$ cat config.mk
export PLATFORM = sky130hd
export DESIGN_NAME = cdisc_power_ctrl
export DESIGN_NICKNAME = d
export VERILOG_FILES = /design/src/pkg/cdisc_pkg.sv /design/src/hdl/cdisc_power_ctrl.sv /design/src/hdl/cdisc_ratio_gen.sv
export SDC_FILE = /design/constraint.sdc
export NUM_CORES = 1
export LEC_CHECK = 0
export ABC_AREA = 0
export ABC_CLOCK_PERIOD_IN_PS = 7500
export BUFFER_PORTS_ARGS = -buffer_cell sky130_fd_sc_hd__clkbuf_2
export CAP_MARGIN = 20
export CORE_MARGIN = 5
export CORE_UTILIZATION = 45
export CTS_BUF_LIST = sky130_fd_sc_hd__clkbuf_8
export DETAILED_ROUTE_END_ITERATION = 7
export GPL_TIMING_DRIVEN = 0
export PLACE_DENSITY_LB_ADDON = 0.08
export SYNTH_ARGS = -nofsm -noshare
export SYNTH_HDL_FRONTEND = slang
export SYNTH_SLANG_ARGS = --single-unit
$ cat constraint.sdc
create_clock -name clk_i -period 7.5 [get_ports clk_i]
set_input_delay 1.5 -clock clk_i [delete_from_list [all_inputs] [get_ports clk_i]]
set_output_delay 1.5 -clock clk_i [all_outputs]
set_load 0.1 [all_outputs]
$ cat src/pkg/cdisc_pkg.sv
// Constants, field layouts and state codes of the doze, idle and sleep controller.
// Assumes a 50 MHz system clock and a classic Wishbone register bus.
package cdisc_pkg;
    // Register byte offsets
    localparam logic [3:0] CDISC_REG_REGCTL_OFF = 4'h0;
    localparam logic [3:0] CDISC_REG_DOZE_OFF = 4'h4;
    // Regulator control fields
    localparam int CDISC_REGCTL_LP_BIT = 1;
    localparam int CDISC_REGCTL_RSV_BIT = 0;
    localparam logic [7:0] CDISC_REGCTL_RST = 8'h01;
    // Doze control fields
    localparam int CDISC_DOZE_IDLE_BIT = 7;
    localparam int CDISC_DOZE_EN_BIT = 6;
    localparam int CDISC_DOZE_ROI_BIT = 5;
    localparam int CDISC_DOZE_DOE_BIT = 4;
    localparam int CDISC_DOZE_RATIO_LSB = 0;
    localparam int CDISC_DOZE_RATIO_W = 3;
    localparam logic [7:0] CDISC_DOZE_WMASK = 8'hF7;
    localparam logic [7:0] CDISC_DOZE_RST = 8'h00;
    // Wake delays
    localparam int CDISC_CLK_MHZ = 50;
    localparam int CDISC_WAKE_LP_US = 10;
    localparam int CDISC_WAKE_LP_CYC = CDISC_WAKE_LP_US * CDISC_CLK_MHZ;
    localparam int CDISC_CNT_W = 9;
    // Power states
    typedef enum logic [3:0] {
        CDISC_RUN = 4'b0001,
        CDISC_IDLE = 4'b0010,
        CDISC_SLEEP = 4'b0100,
        CDISC_WAKE = 4'b1000
    } cdisc_state_t;
endpackage

$ cat src/hdl/cdisc_power_ctrl.sv
// Power-mode controller: sleep/idle, doze throttle, regulator mode, Wishbone registers.
// Assumes CPU, interrupt logic and watchdog on the same clock; their strobes are pulses.
`timescale 1ns/1ps
`default_nettype none
module cdisc_power_ctrl (
    input wire logic clk_i,
    input wire logic rst_i,
    input wire logic por_bor_i, // Reset cause is power-on or brown-out
    // Wishbone slave
    input wire logic wb_cyc_i,
    input wire logic wb_stb_i,
    input wire logic wb_we_i,
    input wire logic [3:0] wb_adr_i,
    input wire logic [3:0] wb_sel_i,
    input wire logic [31:0] wb_dat_i,
    output logic [31:0] wb_dat_o,
    output logic wb_ack_o,
    // CPU and interrupt side
    input wire logic sleep_instr_i, // Sleep instruction executed
    input wire logic irq_pending_i, // Enabled interrupt pending
    input wire logic irq_entry_i, // Service routine entry
    input wire logic irq_return_instr_i,
    input wire logic watchdog_timeout_i,
    input wire logic in_circuit_debug_i,
    input wire logic clock_output_pin_en_i,
    output logic cpu_clk_en_o, // CPU executes this cycle
    output logic program_flash_en_o,
    output logic periph_sysclk_en_o,
    output logic clock_output_pin_en_o,
    output logic core_regulator_lp_o,
    output logic watchdog_clear_o,
    output logic watchdog_reset_block_o,
    output logic powerdown_flag_clr_o,
    output logic timeout_flag_set_o,
    output logic [3:0] power_state_o
);
    import cdisc_pkg::*;

    ////////////////////////////////////////////////////////////////////////////////
    // Registers
    logic regulator_low_power_sel_q;
    logic idle_on_sleep_en_q;
    logic cpu_throttle_en_q;
    logic recover_on_irq_q;
    logic throttle_on_irq_return_q;
    logic [CDISC_DOZE_RATIO_W-1:0] ratio_q;
    cdisc_state_t state_q;
    logic [CDISC_CNT_W-1:0] wake_cnt_q;
    logic wr_regctl;
    logic wr_doze;
    logic acc;
    logic tick;
    logic full_speed;

    // Access decode; byte lane 0 carries the 8-bit registers
    always_comb begin
        acc = wb_cyc_i && wb_stb_i && !wb_ack_o;
        wr_regctl = acc && wb_we_i && wb_sel_i[0] && wb_adr_i == CDISC_REG_REGCTL_OFF;
        wr_doze = acc && wb_we_i && wb_sel_i[0] && wb_adr_i == CDISC_REG_DOZE_OFF;
    end

    // Ack one cycle after request, dropped next cycle
    always_ff @(posedge clk_i) begin
        if (rst_i) begin
            wb_ack_o <= 1'b0;
        end else begin
            wb_ack_o <= acc;
        end
    end

    // Read data; unmapped reads zero
    always_ff @(posedge clk_i) begin
        if (rst_i) begin
            wb_dat_o <= 32'h0000_0000;
        end else if (acc && !wb_we_i) begin
            wb_dat_o <= 32'h0000_0000;
            if (wb_adr_i == CDISC_REG_REGCTL_OFF) begin
                // Upper bits zero, reserved bit reads one
                wb_dat_o[CDISC_REGCTL_LP_BIT] <= regulator_low_power_sel_q;
                wb_dat_o[CDISC_REGCTL_RSV_BIT] <= 1'b1;
            end else if (wb_adr_i == CDISC_REG_DOZE_OFF) begin
                // Bit 3 reads zero
                wb_dat_o[CDISC_DOZE_IDLE_BIT] <= idle_on_sleep_en_q;
                wb_dat_o[CDISC_DOZE_EN_BIT] <= cpu_throttle_en_q;
                wb_dat_o[CDISC_DOZE_ROI_BIT] <= recover_on_irq_q;
                wb_dat_o[CDISC_DOZE_DOE_BIT] <= throttle_on_irq_return_q;
                wb_dat_o[CDISC_DOZE_RATIO_W-1:0] <= ratio_q;
            end
        end
    end

    ////////////////////////////////////////////////////////////////////////////////
    // Regulator control
    always_ff @(posedge clk_i) begin
        if (rst_i) begin
            regulator_low_power_sel_q <= CDISC_REGCTL_RST[CDISC_REGCTL_LP_BIT];
        end else if (wr_regctl) begin
            regulator_low_power_sel_q <= wb_dat_i[CDISC_REGCTL_LP_BIT];
        end
    end

    // Idle enable keeps value on other resets
    always_ff @(posedge clk_i) begin
        if (rst_i && por_bor_i) begin
            idle_on_sleep_en_q <= CDISC_DOZE_RST[CDISC_DOZE_IDLE_BIT];
        end else if (!rst_i && wr_doze) begin
            idle_on_sleep_en_q <= wb_dat_i[CDISC_DOZE_IDLE_BIT];
        end
    end

    // Other doze fields clear on every reset
    always_ff @(posedge clk_i) begin
        if (rst_i) begin
            recover_on_irq_q <= CDISC_DOZE_RST[CDISC_DOZE_ROI_BIT];
            throttle_on_irq_return_q <= CDISC_DOZE_RST[CDISC_DOZE_DOE_BIT];
            ratio_q <= CDISC_DOZE_RST[CDISC_DOZE_RATIO_W-1:0];
        end else if (wr_doze) begin
            recover_on_irq_q <= wb_dat_i[CDISC_DOZE_ROI_BIT];
            throttle_on_irq_return_q <= wb_dat_i[CDISC_DOZE_DOE_BIT];
            ratio_q <= wb_dat_i[CDISC_DOZE_RATIO_W-1:0];
        end
    end

    // Throttle enable: hardware entry/return beat software write
    always_ff @(posedge clk_i) begin
        if (rst_i) begin
            cpu_throttle_en_q <= CDISC_DOZE_RST[CDISC_DOZE_EN_BIT];
        end else if (irq_entry_i && recover_on_irq_q) begin
            cpu_throttle_en_q <= 1'b0;
        end else if (irq_return_instr_i && throttle_on_irq_return_q) begin
            cpu_throttle_en_q <= 1'b1;
        end else if (state_q == CDISC_IDLE && irq_pending_i && recover_on_irq_q) begin
            cpu_throttle_en_q <= 1'b0;
        end else if (wr_doze) begin
            cpu_throttle_en_q <= wb_dat_i[CDISC_DOZE_EN_BIT];
        end
    end

    ////////////////////////////////////////////////////////////////////////////////
    // Power state machine
    always_ff @(posedge clk_i) begin
        if (rst_i) begin
            state_q <= CDISC_RUN;
            wake_cnt_q <= '0;
        end else begin
            unique case (state_q)
                CDISC_RUN: begin
                    // Pending interrupt makes sleep a no-op
                    if (sleep_instr_i && !irq_pending_i) begin
                        state_q <= idle_on_sleep_en_q ? CDISC_IDLE : CDISC_SLEEP;
                    end
                end
                CDISC_IDLE: begin
                    // Interrupt or watchdog ends idle; idle enable untouched
                    if (irq_pending_i || watchdog_timeout_i) begin
                        state_q <= CDISC_RUN;
                    end
                end
                CDISC_SLEEP: begin
                    if (irq_pending_i || watchdog_timeout_i) begin
                        if (regulator_low_power_sel_q) begin
                            state_q <= CDISC_WAKE;
                            wake_cnt_q <= CDISC_CNT_W'(CDISC_WAKE_LP_CYC - 1);
                        end else begin
                            state_q <= CDISC_RUN;
                        end
                    end
                end
                CDISC_WAKE: begin
                    // Regulator stabilisation
                    if (wake_cnt_q == '0) begin
                        state_q <= CDISC_RUN;
                    end else begin
                        wake_cnt_q <= wake_cnt_q - CDISC_CNT_W'(1);
                    end
                end
            endcase
        end
    end

    ////////////////////////////////////////////////////////////////////////////////
    // Throttle divider
    always_comb begin
        full_speed = in_circuit_debug_i || !cpu_throttle_en_q;
    end

    cdisc_ratio_gen u_ratio (
        .clk_i(clk_i),
        .rst_i(rst_i),
        .ratio_i(ratio_q),
        .throttle_i(!full_speed),
        .cpu_tick_o(tick)
    );

    // Registered outputs
    always_ff @(posedge clk_i) begin
        if (rst_i) begin
            cpu_clk_en_o <= 1'b0;
            program_flash_en_o <= 1'b0;
            periph_sysclk_en_o <= 1'b1;
            clock_output_pin_en_o <= 1'b0;
            core_regulator_lp_o <= 1'b0;
            watchdog_clear_o <= 1'b0;
            watchdog_reset_block_o <= 1'b0;
            powerdown_flag_clr_o <= 1'b0;
            timeout_flag_set_o <= 1'b0;
            power_state_o <= 4'h1;
        end else begin
            cpu_clk_en_o <= (state_q == CDISC_RUN) && tick;
            program_flash_en_o <= (state_q == CDISC_RUN) && tick;
            periph_sysclk_en_o <= (state_q != CDISC_SLEEP) && (state_q != CDISC_WAKE);
            clock_output_pin_en_o <= clock_output_pin_en_i
                && (state_q == CDISC_RUN || state_q == CDISC_IDLE);
            core_regulator_lp_o <= (state_q == CDISC_SLEEP) && regulator_low_power_sel_q;
            watchdog_reset_block_o <= (state_q == CDISC_IDLE);
            // Sleep entry pulses
            watchdog_clear_o <= (state_q == CDISC_RUN && sleep_instr_i && !irq_pending_i
                && !idle_on_sleep_en_q);
            powerdown_flag_clr_o <= (state_q == CDISC_RUN && sleep_instr_i && !irq_pending_i
                && !idle_on_sleep_en_q);
            timeout_flag_set_o <= (state_q == CDISC_RUN && sleep_instr_i && !irq_pending_i
                && !idle_on_sleep_en_q);
            power_state_o <= state_q;
        end
    end
endmodule
`default_nettype wire

$ cat src/hdl/cdisc_ratio_gen.sv
// Doze ratio divider: one-cycle CPU enable once per selected period.
// Assumes the same clock as the main controller.
`timescale 1ns/1ps
`default_nettype none
module cdisc_ratio_gen (
    input wire logic clk_i,
    input wire logic rst_i,
    input wire logic [cdisc_pkg::CDISC_DOZE_RATIO_W-1:0] ratio_i,
    input wire logic throttle_i,
    output logic cpu_tick_o
);
    import cdisc_pkg::*;
    logic [7:0] cnt_q; // Period position
    logic [7:0] last; // Last count of period

    // Period length minus one, 2^(code+1)-1; four-bit shift count so code seven reaches 256
    always_comb begin
        last = 8'(({1'b0, 8'h01} << ({1'b0, ratio_i} + 4'd1)) - 9'h001);
    end

    // Count through period; restart when throttle is off
    always_ff @(posedge clk_i) begin
        if (rst_i || !throttle_i || cnt_q >= last) begin
            cnt_q <= 8'h00;
        end else begin
            cnt_q <= cnt_q + 8'h01;
        end
    end

    // One active cycle, rest idle
    always_comb begin
        cpu_tick_o = !throttle_i || (cnt_q == 8'h00);
    end
endmodule
`default_nettype wire

# Word-level counts from Yosys, hierarchy flattened

Index checks and enable logic that the tools add are counted.

Output and inout port bits: 46
Logic and storage cells: 97
Bits of input ports: 53
Bits in registers: 47

Reduce and logical (&&, ||, !) cells: 41
Shifts and indexed selects: 1
Magnitude comparators: 1
Equality and inequality tests: 13
Add/subtract/negate cells: 4
Multiplexer cells: 19

Operators by type and width:

| operator                                                               | number |
|---|---|
| 4-bit 2-to-1 mux                                                       | 7 |
| 9-bit 2-to-1 mux                                                       | 3 |
| 1-bit logical AND                                                      | 21 |
| 9-bit case mux with 2 select lines                                     | 1 |
| 4-bit case mux with 4 select lines                                     | 1 |
| 2-bit != test (second input constant)                                  | 5 |
| 9-bit logical NOT                                                      | 1 |
| 9-bit by 1-bit subtractor with 9-bit output (second input constant)    | 1 |
| 8-bit by 1-bit adder with 8-bit output (second input constant)         | 1 |
| 4-bit by 3-bit equality test with 1-bit output (second input constant) | 2 |
| 8-bit greater-or-equal comparator                                      | 1 |
| 8-bit logical NOT                                                      | 1 |
| 4-bit AND reduction                                                    | 2 |
| 1-bit by 4-bit << shifter with 8-bit output (first input constant)     | 1 |
| 8-bit by 1-bit subtractor with 8-bit output (second input constant)    | 1 |
| 1-bit logical NOT                                                      | 6 |
| 1-bit logical OR                                                       | 6 |
| 3-bit 2-to-1 mux                                                       | 2 |
| 3-bit by 1-bit adder with 4-bit output (second input constant)         | 1 |
| 4-bit by 1-bit equality test with 1-bit output (second input constant) | 1 |
| 4-bit by 2-bit equality test with 1-bit output (second input constant) | 1 |
| 4-bit equality test (second input constant)                            | 1 |
| 4-bit logical NOT                                                      | 1 |
| 1-bit 2-to-1 mux                                                       | 4 |
| other kinds (7)                                                        | 7 |

# Longest topological paths before layout

Word-level depth: 8
Mapped depth: 13
Depth with buffers taken out: 12

# Cells and area by module

A second synthesis with hierarchy kept.

Cell total of the unflattened synthesis: 285
Area, all modules: 2581.2 um^2

Modules (own cells, without submodules):

| module           | area an instance (um^2) | cells an instance | times used | seq. area each (um^2) |
|---|---|---|---|---|
| cdisc_power_ctrl | 1984.4                  | 221               | 1          | 780.7 |
| cdisc_ratio_gen  | 596.8                   | 64                | 1          | 160.2 |

# Worst setup path before layout

OpenSTA, ideal clock, no wires.

Path kind: input to register
From: in wb_adr_i[1]
To: reg cpu_throttle_en_q
Library setup time: 0.086 ns
Path slack: 4.607 ns
Arrival time: 2.807 ns
Data required time: 7.414 ns
Path buffers: 0
Stages: 4
Path through: or4b_4 nor3_4 mux2i_1 a221oi_2

Cells in the longest elaborated chain, start to end: 3

RTL lines:

| item                                           | RTL line                | source |
|---|---|---|
| start: declaration                             | cdisc_power_ctrl.sv:13  | `input wire logic [3:0] wb_adr_i,` |
| 4-bit by 3-bit equality test with 1-bit output | cdisc_power_ctrl.sv:59  | `wr_doze = acc && wb_we_i && wb_sel_i[0] && wb_adr_i == CDISC_REG_DOZE_OFF;` |
| 1-bit logical AND                              | cdisc_power_ctrl.sv:59  |  |
| 3-bit nonzero test (no line)                   | --                      |  |
| end signal: assignment                         | cdisc_power_ctrl.sv:127 | `cpu_throttle_en_q <= CDISC_DOZE_RST[CDISC_DOZE_EN_BIT];` |
| end signal: assignment                         | cdisc_power_ctrl.sv:135 | `cpu_throttle_en_q <= wb_dat_i[CDISC_DOZE_EN_BIT];` |
| end: declaration                               | cdisc_power_ctrl.sv:43  | `logic cpu_throttle_en_q;` |

Every way passes these cells.
A chain may end at the register's enable or synchronous reset.

# Worst setup path after layout

From: reg ratio_q[2]
To: reg u_ratio.cnt_q[4]

Cells in the longest elaborated chain, start to end: 5

RTL lines:

| item                                        | RTL line                | source |
|---|---|---|
| start: declaration                          | cdisc_power_ctrl.sv:46  | `logic [CDISC_DOZE_RATIO_W-1:0] ratio_q;` |
| start signal: assignment                    | cdisc_power_ctrl.sv:116 | `ratio_q <= CDISC_DOZE_RST[CDISC_DOZE_RATIO_W-1:0];` |
| start signal: assignment                    | cdisc_power_ctrl.sv:120 | `ratio_q <= wb_dat_i[CDISC_DOZE_RATIO_W-1:0];` |
| 3-bit by 1-bit adder with 4-bit output      | cdisc_ratio_gen.sv:18   | `last = 8'(({1'b0, 8'h01} << ({1'b0, ratio_i} + 4'd1)) - 9'h001);` |
| 1-bit by 4-bit << shifter with 8-bit output | cdisc_ratio_gen.sv:18   |  |
| 8-bit by 1-bit subtractor with 8-bit output | cdisc_ratio_gen.sv:18   |  |
| 8-bit greater-or-equal comparator           | cdisc_ratio_gen.sv:23   | `if (rst_i \|\| !throttle_i \|\| cnt_q >= last) begin` |
| 1-bit logical OR                            | cdisc_ratio_gen.sv:23   |  |
| end signal: assignment                      | cdisc_ratio_gen.sv:26   | `cnt_q <= cnt_q + 8'h01;` |
| end: declaration                            | cdisc_ratio_gen.sv:13   | `logic [7:0] cnt_q;` |

Every way passes these cells.

==> run metrics <==
critical path launch point type=register; commonest non-fill, non-tap cell in the layout=sky130_fd_sc_hd__dfxtp_1; number of vias per cell=4.879; Max-Cap Viols=0; worst hold slack after final layout=0.4888 ns; pin slew with the least headroom to its limit=0.9685 ns; cells after synthesis=280; worst min-delay path endpoint=cpu_throttle_en_q$_SDFFE_PP0P_; clock tree from TritonCTS=yes; Final min period=3.136 ns; skew final=0.008331 ns; dominant synthesized flop cell=sky130_fd_sc_hd__dfxtp_1; deepest level of the CTS H-tree=2; fill count=552; switching power share of the total=35.81%; CTS Buffer Depth=2; routability congestion estimate=0.7883; Mapped Area=2505 sq um; worst setup slack before clock tree synthesis=4.372 ns; clock network fraction of design power=28.4%; global-route wire length before repair=8832 um; vias in the first global route=1985; CTS clock-pin slew for the worst setup and hold paths=0.09 ns; antenna violations before repair=0; worst-case setup margin in the final layout=4.364 ns; worst r2r src=ratio_q[2]$_SDFFE_PP0P_; sequential share of the synthesized area=37.56%; number of DRC violations after detailed routing=0; number of routed nets with antenna violations=0; final standard cell utilization of the core=55.08%; Pins Over Slew Limit=0; starting density of the core=45.77%; area grow syn2layout=20.33%; TritonCTS Sinks=47; number of flops mapped to enable cells by yosys=0; share of post-route cells with drive strength above 1=25.70%; total of endpoints with negative setup slack in the final report=0; CP arrival=3.28 ns; first-iteration detailed-routing DRC count=96; Achievable Freq=0.3189 GHz; Final Hold Violating Endpoints=0; Worst Path Class, Setup=register to register; Internal=371.3 uW; setup TNS after final layout=0 ns; slowest stage cell on the critical path=sky130_fd_sc_hd__o31ai_1; Synth Register Bits=47; Final Routed Wirelength=5237 um; clock insertion delay at the later pin of the skew report=0.30 ns; Buffers & Inverters on Critical Path=2; Crit path max-delay family=compound AO/OA/AOI/OAI gates; cts hold-fix bufs=0; cell-by-cell trace of the critical path=clkbuf_1 > nor3_1 > inv_1 > ha_1 > nor2_1 > nand2_1 > nand2_1 > a22oi_1 > ha_1 > and4_1 > o21ai_0 > o31ai_1 > nor2_1; Comb pwr share=26.9%; GR Util All Layers=14.71%; unrepaired setup endpoints after global routing=no; IO Port Bufs=45; # diodes=0; nets@finish=422; HP Class=register to register; Warnings, synthesis=0; I/O pin count=99; DR pass1 iterations=4; startpoint of the worst hold path=recover_on_irq_q$_SDFFE_PP0P_; highest ir drop seen on vdd=0.1323 mV; die area=7159 sq um; R2R setup slack=4.36 ns; number of distinct library cell variants in the gate-level netlist after synthesis=52; FF/Latch Area=940.9 sq um; total power per unit cell area=191.9 nW/um^2; placeable core region=5473 sq um; P_leak=1.356 nW; aggregate global routing overflow=0; Post-synth ARST share=0%; Worst R2R End=u_ratio.cnt_q[4]$_SDFF_PP0_; worst reg-to-reg path cell count=13; Die X-Extent=84.61 um; switching pwr=207.1 uW; Avg Cell Area, Syn=8.946 sq um; Post-DP HPWL=4124 um; Num CTS Buffers=5; buffers inserted by post-CTS timing repair=0; post-DR wirelength/cell=12.18 um; required time worst endpoint=7.65 ns; cell row count=27; run status=finished clean; area of combinational cells with multiple inputs=1370 sq um; number of cells traversed by the worst hold path=1; critical path endpoint category=register; worst-path fanout max=10; die extent in y=84.61 um; fin crit share=41.81%; pin count of the biggest net entering global routing=14; Reg power frac=44.7%; routed via count=2098; stage delay of the slowest cell on the critical path=0.83 ns; post-route total power=578.4 uW; worst relative slew slack=34.88%; CTS resizes=0; commonest non-fill, non-tap cells in the layout=sky130_fd_sc_hd__dfxtp_1 (47), sky130_fd_sc_hd__clkbuf_2 (45), sky130_fd_sc_hd__nor2_1 (34); clock tree root buffer cell=sky130_fd_sc_hd__clkbuf_8
[synthesized netlist by cell type, drive strengths merged, types with 2 or more instances]
master / n / area share, %
a211oi: 3 / 0.90
a21oi: 8 / 1.6
a22oi: 6 / 1.8
a31oi: 3 / 0.75
and3: 2 / 0.50
and4b: 2 / 0.80
buf: 33 / 9.2
clkbuf: 6 / 0.90
conb: 2 / 0.30
dfxtp: 47 / 38
ha: 12 / 6.0
inv: 9 / 1.3
mux2i: 10 / 4.0
nand2: 16 / 2.4
nand2b: 2 / 0.50
nand3: 8 / 1.6
nand3b: 3 / 0.90
nor2: 34 / 5.1
nor2b: 5 / 1.2
nor3: 9 / 2.2
nor3b: 3 / 0.90
nor4: 4 / 1.0
nor4b: 5 / 2.3
o211ai: 3 / 0.90
o21ai: 6 / 1.2
o31ai: 3 / 0.90
or3: 3 / 0.75
or4: 2 / 0.60
or4b: 2 / 0.95
xnor2: 2 / 0.70
xor2: 11 / 3.8
[flip-flops by register name, indices dropped and copies added, names as in the netlist, 3 cells and up]
name	cells
wake_cnt_q	9
u_ratio.cnt_q	8
wb_dat_o	7
power_state_o	4
state_q	4
ratio_q	3
[stage by stage]
stage / instance area [sq um] / cells
2_1_floorplan: 2599 / 305
3_3_place_gp: 2914 / 422
3_5_place_dp: 2914 / 422
4_1_cts: 3014 / 430
5_1_grt: 3014 / 430
6_report: 3014 / 430
[worst max path at each step]
stage,slack [ns],from,endpoint,cells past startpoint
2_1_floorplan,4.61,wb_adr_i[1],cpu_throttle_en_q$_SDFFE_PP0P_,4
3_3_place_gp,4.37,wb_adr_i[1],cpu_throttle_en_q$_SDFFE_PP0P_,5
3_5_place_dp,4.37,wb_adr_i[1],cpu_throttle_en_q$_SDFFE_PP0P_,5
4_1_cts,4.34,ratio_q[2]$_SDFFE_PP0P_,u_ratio.cnt_q[4]$_SDFF_PP0_,13
5_1_grt,4.01,ratio_q[2]$_SDFFE_PP0P_,u_ratio.cnt_q[4]$_SDFF_PP0_,13
6_report,4.36,ratio_q[2]$_SDFFE_PP0P_,u_ratio.cnt_q[4]$_SDFF_PP0_,13
[layer usage]
layer | vias up | wire [um] | global-route usage [%]
met1 | 973 | 2390 | 17.55
met3 | 6 | 249 | 4.024
li1 | 1084 | - | -
met2 | 35 | 2536 | 25.84
met4 | 0 | 60 | 4.029
met5 | - | 0 | 0
[final cells by class]
class	count	share of cell area, %
Multi-Input combinational cell	210	45.45
Sequential cell	47	31.22
Buffer	39	8.427
Timing Repair Buffer	45	7.472
Clock buffer	7	3.196
Tap cell	72	2.989
Inverter	9	1.121
Clock inverter	1	0.1245
[logic make-up (layout without fill, tap and decap cells)]
logic type | after synthesis | in the layout | synth area share, %
and+or+nand+nor | 104 | 104 | 23.13
buffers and inverters | 48 | 101 | 11.49
DFF | 47 | 47 | 37.56
AOI/OAI and AO/OA | 43 | 43 | 12.54
xor gates and xnor gates | 13 | 13 | 4.545
adders and majority gates | 12 | 12 | 5.994
muxes | 11 | 11 | 4.446
other | 2 | 27 | 0.2998
[power by group through the flow]
stage / Sequential (mW) / Combinational (mW) / Clock [mW]
6_report: 0.258 / 0.156 / 0.165
5_1_grt: 0.259 / 0.163 / 0.182
4_1_cts: 0.258 / 0.155 / 0.170
3_5_place_dp: 0.264 / 0.155 / 0
3_3_place_gp: 0.264 / 0.155 / 0
2_1_floorplan: 0.291 / 0.108 / 0
No activity file was read; power rests on OpenSTA's default activity.
